[src/hw/cst_pkg.sv]
// How it works
// - synchronous mode flags pending, selects when ready
// - multi-byte slow transfers to byte ports run back-to-back
// - synchronous mode ignores wait-state field
// - pin field 10 byte ack, 11 word ack
// - pin field 00/01 still acks internally
// - byte acknowledge exists internally for pin field 00 and 10 only
// - transfer size decodes used data byte lanes
// - byte-lane field gates select on 16-bit ports
// - wait field 1110 selects four-clock fast termination
// - fast termination only for chip-select matches
// - fast cycles ack internally, skip S2 and S3
// - fast writes never assert data strobe
// - S0 of read drives address, code, size, read
// - S1 of read asserts both strobes, decodes lanes
// - S4 of read acks internally and latches data
// - S5 negates strobes, holds address and controls
// - fast write drives write in S0, address strobe only
// - S4 write data valid, internal ack; S5 holds
// - wait field counts wait states; 1111 waits external
// - first acknowledge, internal or external, ends cycle
// - chip-select output is active low
package cst_pkg;
  localparam logic [3:0] CST_WAIT_FAST = 4'he;
  localparam logic [3:0] CST_WAIT_EXT  = 4'hf;
  localparam logic [1:0] CST_BYTE_OFF  = 2'h0;
  localparam logic [1:0] CST_BYTE_LO   = 2'h1;
  localparam logic [1:0] CST_BYTE_HI   = 2'h2;
  localparam int         CST_BYTE_LO_BIT = 0;
  localparam int         CST_BYTE_HI_BIT = 1;
  localparam int         CST_PORT16_BIT  = 0;
  localparam logic [1:0] CST_SIZE_LONG = 2'h0;
  localparam logic [1:0] CST_SIZE_BYTE = 2'h1;
  localparam logic [2:0] CST_LONG_BYTES = 3'h4;
  localparam logic [23:0] CST_ADDR_RST = 24'h000000;
  localparam logic [15:0] CST_DATA_RST = 16'h0000;
  localparam logic [3:0]  CST_CNT_RST  = 4'h0;

  typedef enum logic [3:0] {
    ST_IDLE  = 4'h0,
    ST_S0    = 4'h1,
    ST_S1    = 4'h2,
    ST_S2    = 4'h3,
    ST_SPEND = 4'h4,
    ST_SRUN  = 4'h5,
    ST_S4    = 4'h6,
    ST_S5    = 4'h7
  } cst_state_t;
endpackage

[src/hw/cst_top.sv]
module cst_top
  import cst_pkg::*;
#(
  parameter int AW = 24,
  parameter int DW = 16
) (
  input  wire logic          CLK_SYS,
  input  wire logic          ARST_N,
  input  wire logic          CPU_REQ,
  input  wire logic [AW-1:0] CPU_ADDR,
  input  wire logic [2:0]    CPU_FUNC_CODE,
  input  wire logic          CPU_READ,
  input  wire logic [1:0]    CPU_SIZE,
  input  wire logic [DW-1:0] CPU_WDATA,
  input  wire logic          CS_MATCH,
  input  wire logic [1:0]    PIN_FIELD,
  input  wire logic [3:0]    WAIT_FIELD,
  input  wire logic [1:0]    BYTE_FIELD,
  input  wire logic          SYNC_MODE,
  input  wire logic          STROBE_SELECT,
  input  wire logic          EXT_BYTE_ACK_N,
  input  wire logic          EXT_WORD_ACK_N,
  input  wire logic          SLOW_READY,
  input  wire logic          SLOW_DONE,
  input  wire logic [DW-1:0] DATA_IN,
  output logic [AW-1:0]      ADDR_OUT,
  output logic [2:0]         FUNC_CODE_OUT,
  output logic               READ_OUT,
  output logic [1:0]         SIZE_OUT,
  output logic               ADDRESS_STROBE_N,
  output logic               DATA_STROBE_N,
  output logic               CS_N,
  output logic               SLOW_PENDING,
  output logic               BYTE_ACK,
  output logic               WORD_ACK,
  output logic               LANE_UPPER,
  output logic               LANE_LOWER,
  output logic [DW-1:0]      DATA_OUT,
  output logic               DATA_OE,
  output logic [DW-1:0]      RD_DATA,
  output logic               CPU_DONE,
  output logic [3:0]         BUS_STATE
);

  cst_state_t      state_reg;
  cst_state_t      state_next;
  logic [AW-1:0]   addr_reg;
  logic [2:0]      func_reg;
  logic            read_reg;
  logic [1:0]      size_reg;
  logic [DW-1:0]   wdata_reg;
  logic [DW-1:0]   rdata_reg;
  logic            hit_reg;
  logic            hit_next;
  logic            int_ack_reg;
  logic            int_ack_next;
  logic [3:0]      cnt_reg;
  logic [3:0]      cnt_next;
  logic [2:0]      left_reg;
  logic [2:0]      left_next;
  logic            port16;
  logic            lane_ok;
  logic            ext_ack;
  logic            fast_sel;
  logic            strobe_on;
  logic            cs_on;
  logic [2:0]      bytes_total;

  assign port16   = PIN_FIELD[CST_PORT16_BIT];
  assign ext_ack  = ~EXT_BYTE_ACK_N | ~EXT_WORD_ACK_N;
  assign fast_sel = (WAIT_FIELD == CST_WAIT_FAST);

  // byte lanes from size and address bit 0
  assign LANE_UPPER = ~addr_reg[0];
  assign LANE_LOWER = addr_reg[0] | (size_reg != CST_SIZE_BYTE);

  // byte-lane field gating: field 00 blocks every port, lane bits apply to 16-bit ports only
  always_comb begin
    if (BYTE_FIELD == CST_BYTE_OFF) begin
      lane_ok = 1'b0;
    end else if (!port16) begin
      lane_ok = 1'b1;
    end else begin
      lane_ok = (BYTE_FIELD[CST_BYTE_LO_BIT] & ~addr_reg[0]) |
                (BYTE_FIELD[CST_BYTE_HI_BIT] &  addr_reg[0]);
    end
  end

  assign bytes_total = (size_reg == CST_SIZE_LONG) ? CST_LONG_BYTES : {1'b0, size_reg};

  always_comb begin
    state_next   = state_reg;
    hit_next     = hit_reg;
    int_ack_next = int_ack_reg;
    cnt_next     = cnt_reg;
    left_next    = left_reg;
    case (state_reg)
      ST_IDLE: begin
        if (CPU_REQ) begin
          state_next = ST_S0;
        end
      end
      ST_S0: begin
        state_next = ST_S1;
      end
      ST_S1: begin
        hit_next     = CS_MATCH & lane_ok;
        int_ack_next = 1'b0;
        cnt_next     = WAIT_FIELD;
        left_next    = port16 ? 3'h1 : bytes_total;
        if (CS_MATCH && lane_ok && SYNC_MODE) begin
          state_next = ST_SPEND;
        end else if (CS_MATCH && lane_ok && fast_sel) begin
          state_next   = ST_S4;
          int_ack_next = 1'b1;
        end else begin
          state_next = ST_S2;
        end
      end
      ST_S2: begin
        if (ext_ack) begin
          state_next = ST_S4;
        end else if (hit_reg && cnt_reg != CST_WAIT_EXT) begin
          if (cnt_reg == CST_CNT_RST) begin
            state_next   = ST_S4;
            int_ack_next = 1'b1;
          end else begin
            cnt_next = cnt_reg - 4'h1;
          end
        end
      end
      ST_SPEND: begin
        if (SLOW_READY) begin
          state_next = ST_SRUN;
        end
      end
      ST_SRUN: begin
        if (SLOW_DONE) begin
          if (left_reg > 3'h1) begin
            left_next = left_reg - 3'h1;
          end else begin
            state_next = ST_S4;
          end
        end
      end
      ST_S4: begin
        state_next = ST_S5;
      end
      ST_S5: begin
        state_next = CPU_REQ ? ST_S0 : ST_IDLE;
      end
      default: begin
        state_next = ST_IDLE;
      end
    endcase
  end

  always_ff @(posedge CLK_SYS or negedge ARST_N) begin
    if (!ARST_N) begin
      state_reg   <= ST_IDLE;
      hit_reg     <= 1'b0;
      int_ack_reg <= 1'b0;
      cnt_reg     <= CST_CNT_RST;
      left_reg    <= 3'h0;
    end else begin
      state_reg   <= state_next;
      hit_reg     <= hit_next;
      int_ack_reg <= int_ack_next;
      cnt_reg     <= cnt_next;
      left_reg    <= left_next;
    end
  end

  // address, code, direction and size captured in S0, held through S5
  always_ff @(posedge CLK_SYS or negedge ARST_N) begin
    if (!ARST_N) begin
      addr_reg  <= CST_ADDR_RST;
      func_reg  <= 3'h0;
      read_reg  <= 1'b1;
      size_reg  <= CST_SIZE_BYTE;
      wdata_reg <= CST_DATA_RST;
    end else if (state_next == ST_S0) begin
      addr_reg  <= CPU_ADDR;
      func_reg  <= CPU_FUNC_CODE;
      read_reg  <= CPU_READ;
      size_reg  <= CPU_SIZE;
      wdata_reg <= CPU_WDATA;
    end
  end

  always_ff @(posedge CLK_SYS or negedge ARST_N) begin
    if (!ARST_N) begin
      rdata_reg <= CST_DATA_RST;
    end else if (state_reg == ST_S4 && read_reg) begin
      rdata_reg <= DATA_IN;
    end
  end

  assign ADDR_OUT      = addr_reg;
  assign FUNC_CODE_OUT = func_reg;
  assign READ_OUT      = read_reg;
  assign SIZE_OUT      = size_reg;
  assign DATA_OUT      = wdata_reg;
  assign RD_DATA       = rdata_reg;
  assign BUS_STATE     = state_reg;

  // strobes live from S1 until S5 negates them; data strobe on reads only
  assign strobe_on = (state_reg == ST_S1) || (state_reg == ST_S2) ||
                     (state_reg == ST_SPEND) || (state_reg == ST_SRUN) ||
                     (state_reg == ST_S4);
  assign ADDRESS_STROBE_N = ~strobe_on;
  assign DATA_STROBE_N    = ~(strobe_on & read_reg);
  assign DATA_OE          = (strobe_on | (state_reg == ST_S5)) & ~read_reg;

  // chip select: strobe-timed, or slow-clock timed once the interface is ready
  always_comb begin
    if (state_reg == ST_SRUN) begin
      cs_on = 1'b1;
    end else if (state_reg == ST_S1) begin
      cs_on = CS_MATCH & lane_ok & ~SYNC_MODE & (~STROBE_SELECT | read_reg);
    end else if (state_reg == ST_S2 || state_reg == ST_S4) begin
      cs_on = hit_reg & ~SYNC_MODE & (~STROBE_SELECT | read_reg);
    end else begin
      cs_on = 1'b0;
    end
  end
  assign CS_N = ~cs_on;

  assign SLOW_PENDING = (state_reg == ST_SPEND);
  assign BYTE_ACK = (state_reg == ST_S4) & int_ack_reg & ~port16;
  assign WORD_ACK = (state_reg == ST_S4) & int_ack_reg &  port16;
  assign CPU_DONE = (state_reg == ST_S5);
endmodule

[config.mk]
export PLATFORM = sky130hd
export DESIGN_NAME = cst_top
export DESIGN_NICKNAME = d
export VERILOG_FILES = /design/src/hw/cst_pkg.sv /design/src/hw/cst_top.sv
export SDC_FILE = /design/constraint.sdc
export NUM_CORES = 1
export LEC_CHECK = 0
export ABC_CLOCK_PERIOD_IN_PS = 2650
export BUFFER_PORTS_ARGS = -buffer_cell sky130_fd_sc_hd__buf_2
export CORE_ASPECT_RATIO = 1.25
export CORE_MARGIN = 8
export CORE_UTILIZATION = 47
export DETAILED_ROUTE_END_ITERATION = 12
export GPL_TIMING_DRIVEN = 0
export PLACE_DENSITY = 0.79
export SKIP_LAST_GASP = 1
export SYNTH_ARGS = -nofsm -noshare
export SYNTH_HDL_FRONTEND = slang
export SYNTH_SLANG_ARGS = --single-unit
[constraint.sdc]
create_clock -name CLK_SYS -period 2.65 [get_ports CLK_SYS]
set_clock_uncertainty 0.05 [all_clocks]
set_input_delay 0.265 -clock CLK_SYS [delete_from_list [all_inputs] [get_ports CLK_SYS]]
set_output_delay 0.265 -clock CLK_SYS [all_outputs]
set_load 0.02 [all_outputs]
Word-level counts from Yosys, hierarchy flattened
Index checks and enable logic that the tools add are counted.
{"block": "totals", "register_bits": 75, "inputBits": 80, "output_inout_bits": 76, "word_cells": 108}
{"block": "classes", "add_sub_neg": 2, "order_cmp": 1, "eq_ne": 17, "muxes": 31, "n_bitwise": 27, "n_reduce_logical": 19}
{"cell": "$mux W4", "n": 10}
{"cell": "$pmux W4 S8", "n": 1}
{"cell": "$mux W3", "n": 6}
{"cell": "$eq A4 B3 Y1 const B", "n": 4}
{"cell": "$and A1 B1 Y1", "n": 12}
{"cell": "$ne A2 B2 Y1 const B", "n": 6}
{"cell": "$mux W1", "n": 11}
{"cell": "$not A1 Y1", "n": 10}
{"cell": "$eq A4 B1 Y1 const B", "n": 2}
{"cell": "$eq A4 B2 Y1 const B", "n": 2}
{"cell": "$logic_not A4 Y1", "n": 2}
{"cell": "$pmux W4 S2", "n": 1}
{"cell": "$reduce_and A4 Y1", "n": 2}
{"cell": "$pmux W3 S2", "n": 1}
{"cell": "$logic_and A1 B1 Y1", "n": 5}
{"cell": "$logic_or A1 B1 Y1", "n": 5}
{"cell": "$or A1 B1 Y1", "n": 5}
{"cell": "$eq A4 B4 Y1 const B", "n": 1}
{"cell": "$logic_not A2 Y1", "n": 2}
{"cell": "$ne A4 B4 Y1 const B", "n": 1}
{"cell": "$reduce_bool A2 Y1", "n": 2}
{"cell": "$sub A4 B1 Y4 const B", "n": 1}
{"cell": "$gt A3 B1 Y1 const B", "n": 1}
{"cell": "$reduce_and A3 Y1", "n": 1}
{"cell": "other kinds (3)", "n": 3}

Depth between registers and ports, before layout
{"block": "logic_depth", "depth_word": 11, "depth_mapped": 9, "ltp_nobuf": 7}

Worst setup path after synthesis
No wires, ideal clock.
{"block": "synth_path", "path_type": "reg-to-reg", "from": "register state_reg[3], in the netlist BUS_STATE[3]", "to": "register addr_reg[0], in the netlist ADDR_OUT[0]", "setup_ps": 125, "arrival_ps": 1927, "required_ps": 2475, "slack_ps": 547, "path_stages_with_launch": 8, "n_path_buf": 2, "synth_period_minus_slack_ps": 2103, "cell_sequence": "dfrtp_1 nand2b_1 nor3b_4 a22o_1 o32a_2 buf_12 buf_12 mux2_4"}
{"block": "synth_via", "elab_chain_cells": 5, "word_cells_on_any_way": 17, "cone_classes": "8 x eq/ne; 8 x mux; 1 x reduce/logical"}
{"item": "start: declaration", "line_no": "cst_top.sv:45", "source": "cst_state_t state_reg;"}
{"item": "start signal: assignment", "line_no": "cst_top.sv:166", "source": "state_reg <= state_next;"}
{"item": "$mux W4", "line_no": "cst_top.sv:124", "source": "if (cnt_reg == CST_CNT_RST) begin"}
{"item": "$mux W4", "line_no": "cst_top.sv:123", "source": "end else if (hit_reg && cnt_reg != CST_WAIT_EXT) begin"}
{"item": "$mux W4", "line_no": "cst_top.sv:121", "source": "if (ext_ack) begin"}
{"item": "$pmux W4 S8 *", "line_no": "cst_top.sv:97", "source": "case (state_reg)"}
{"item": "$eq A4 B1 Y1 *", "line_no": "cst_top.sv:182", "source": "end else if (state_next == ST_S0) begin"}
{"item": "end signal: assignment", "line_no": "cst_top.sv:177", "source": "addr_reg <= CST_ADDR_RST;"}
{"item": "end signal: assignment", "line_no": "cst_top.sv:183", "source": "addr_reg <= CPU_ADDR;"}
{"item": "end: declaration", "line_no": "cst_top.sv:47", "source": "logic [AW-1:0] addr_reg;"}
Mark *: on every way between the ends. The rest lies on a longest branch, timed or not.
A chain may end at the register's enable or synchronous reset.

Final worst setup path
{"block": "layout_path", "from": "register state_reg[0], in the netlist BUS_STATE[0]", "to": "output port CS_N"}
{"block": "layout_via", "elab_chain_cells": 6, "word_cells_on_any_way": 9, "cone_classes": "4 x eq/ne; 3 x mux; 1 x bitwise; 1 x reduce/logical"}
{"item": "$eq A4 B2 Y1 or $eq A4 B3 Y1 (tied branches)", "line_no": "cst_top.sv:221", "source": "end else if (state_reg == ST_S2 || state_reg == ST_S4) begin"}
{"item": "$logic_or A1 B1 Y1", "line_no": "cst_top.sv:221"}
{"item": "$mux W1", "line_no": "cst_top.sv:221"}
{"item": "$mux W1", "line_no": "cst_top.sv:219", "source": "end else if (state_reg == ST_S1) begin"}
{"item": "$mux W1 *", "line_no": "cst_top.sv:217", "source": "if (state_reg == ST_SRUN) begin"}
{"item": "$not A1 Y1 *", "line_no": "cst_top.sv:227", "source": "assign CS_N = ~cs_on;"}
{"item": "end: declaration", "line_no": "cst_top.sv:32", "source": "output logic CS_N,"}
Marked as above.

==> summary.txt <==
Met2 usage - 0.287
RSZ-0062 raised after global routing - false
Num CTS Buffers - 9
Area growth syn-to-layout - 31.5%
Routability Congestion - 0.826
Power Density - 1050 nW/um^2
FP Rows - 35
Top Ports - 156
Final WL - 9000 um
Fmax - 407 MHz
Final setup fails - 0
RR Startpoint - BUS_STATE[1]$_DFF_PN0_
Ys async rst share - 1.00
First-pass GRT wire length - 14500 um
WHS Path Cells - 2
Reg2reg path depth - 7
Synth Area per Inst - 13.6 um^2
Worst skew pair latency - 340 ps
Crit path required time - 2340 ps
GRT Util Overall - 0.174
# DRC - 0
Maximum vdd drop - 0.673 mV
Met3 Resource Use GR - 0.0603
Syn_nets - 343
Critical path type - reg2out
Max H-tree Level - 3
Die area - 10600 um^2
Final Cycle Share - 0.927
Post-synth EDFFs - 0
Cells along the critical path - buf_2 -> or2b_1 -> or3_1 -> nand2_1 -> nand2_1 -> a31oi_1 -> buf_2
Area of the core - 7310 um^2
Result of the run - complete, no violations
Post-synthesis register bit count - 75
Busiest grt layer - met2
Starting Density - 0.483
Slew @ Worst Pin - 561 ps
Most used DFF post-synth - dfrtp_1
Gate Count Post-Synth - 259
Maximum capacitance violations - 0
Largest net degree at the start of global routing - 46
Rel. slew slack - 0.623
Synth unique cells - 44
Postcts setup bufs - 0
Reg clk slew, reported paths - 90 ps
Critical Path Max Stage Delay - 440 ps
Drt initial violations - 65
Largest register FFs - 24
Synth Warn # - 0
Startpoint Class - register
Hold path start - DATA_IN[12]
Min-Delay Path Class - in2reg
Sequential area share after synthesis - 0.532
Fill cells - 582
Remaining global-route overflow - 0
Crit-path slowest cell - dfrtp_1
Die Ht - 113 um
Crit path max fanout - 10
Worst EP arrival - 2140 ps
Number of antenna violations at the first check in global routing - 1
Hold Fails Final Rpt - 0
Root buf cell - clkbuf_8
CTS tree - yes
Worst Setup SP - BUS_STATE[0]$_DFF_PN0_
Kind of end point of the critical path - output port
Most frequent cells in the layout - buf_2 (156), dfrtp_1 (73), mux2_4 (40), mux2_1 (17), a21oi_1 (13)
Vias in the first global route - 2940
Buffers on Ports - 154
Final Util - 0.635
Post-route antenna net violation count - 0
Clk sinks - 75
Pleak - 2.31 nW
CTS max path bufs - 2
Via density - 5.10
Via count - 2664
Wire length per cell - 17.2 um
Final #Nets - 510
Commonest non-fill, non-tap cell in the layout - buf_2
Share of cells above drive strength 1 - 0.544
Minimum clock period after layout - 2460 ps
Antenna Cells - 0
Final Max Tran Viols - 0
Chip Width - 93.6 um
Post-Syn Area - 3530 um^2
1st-pass router iterations - 4
Total negative slack - 0 ps
Met1 Use GR - 0.198
Dpl hpwl - 7070 um
==> Yosys cell counts, types with 4 or more instances <==
master    instances  area [um^2]
mux2_1           17          191
nor3_1           12         60.1
ha_1              4         50.1
o21ai_0           4         20.0
mux2_2            6         67.6
nand3b_1          4         30.0
nor2_1           12         45.0
dfrtp_1          73         1830
mux2_4           40          601
a21oi_1          13         65.1
buf_12            5          100
nand2_1           7         26.3
nand3_1           7         35.0
inv_1             7         26.3
o21ai_1           4         20.0
==> per-stage QoR <==
step | std cells | total power (W) | instance area, um^2 | worst slack [ps] | hold WS [ps]
after floorplan | 259 | 0.00329 | 3530 | 547 | -80.6
after CTS | 522 | 0.00492 | 4640 | 157 | 56.2
after global placement | 505 | 0.00397 | 4420 | 399 | 415
final | 522 | 0.00487 | 4650 | 193 | 72.3
after global routing | 522 | 0.00515 | 4650 | 48.0 | 56.5
after detailed placement | 506 | 0.00404 | 4440 | 384 | 178
==> critical path, delay by kind of cell (launching register included) <==
kind,cells,cell delay (ps)
flip-flops,1,440
AO/OA/AOI/OAI,1,140
buffers and inverters,2,400
AND/OR/NAND/NOR,4,840
==> power by group <==
part | switching (W) | internal [W] | leakage (nW)
sequential | 0.000336 | 0.00162 | 0.885
combinational | 0.00108 | 0.000973 | 1.33
clock | 0.000426 | 0.000431 | 0.0955
==> cell type report <==
type / instances / area [um^2] / area share
flip-flops and latches: 75 / 1880 / 0.405
multi-input cells: 166 / 1500 / 0.323
plain buffers: 11 / 134 / 0.0288
well taps: 92 / 115 / 0.0248
repair buffers: 156 / 803 / 0.173
clock buffers: 9 / 124 / 0.0267
inverters: 7 / 26.3 / 0.00566
clock inverters: 6 / 65.1 / 0.0140
==> routing by layer <==
| layer | vias to the layer above | routed length, um |
|---|---|---|
| met1 | 1291 | 3460 |
| met5 | - | 12 |
| met2 | 104 | 4560 |
| met3 | 15 | 788 |
| met4 | 2 | 180 |
| li1 | 1252 | - |
==> final timing paths <==
kind	end	slack (ps)
min in group asynchronous	RD_DATA[4]$_DFFE_PN0P_	340
hold / removal	RD_DATA[12]$_DFFE_PN0P_	70
setup reg to reg	DATA_OUT[0]$_DFFE_PN0N_	370
setup / recovery	CS_N	190
hold reg to reg	RD_DATA[6]$_DFFE_PN0P_	440
max in group asynchronous	SIZE_OUT[0]$_DFFE_PN1N_	1560
==> repair_timing <==
action                                 in CTS  in global routing
hold buffers                                1                  0
resized for setup                           0                  1
setup endpoints to repair                   0                  1
endpoints found under the hold margin      30                  0
==> cells by family (layout without fill, tap and decap cells) <==
family | after synthesis | in the layout | share of synthesized area
adder cells (fa/ha/maj) | 4 | 4 | 0.0142
AND/OR/NAND/NOR | 61 | 61 | 0.0970
buffers and inverters | 18 | 189 | 0.0453
AO/OA/AOI/OAI | 36 | 36 | 0.0644
multiplexers | 64 | 64 | 0.246
flip-flops | 75 | 75 | 0.532
other | 1 | 1 | 0.00106
Note: power is estimated with default switching activity, not from simulation.
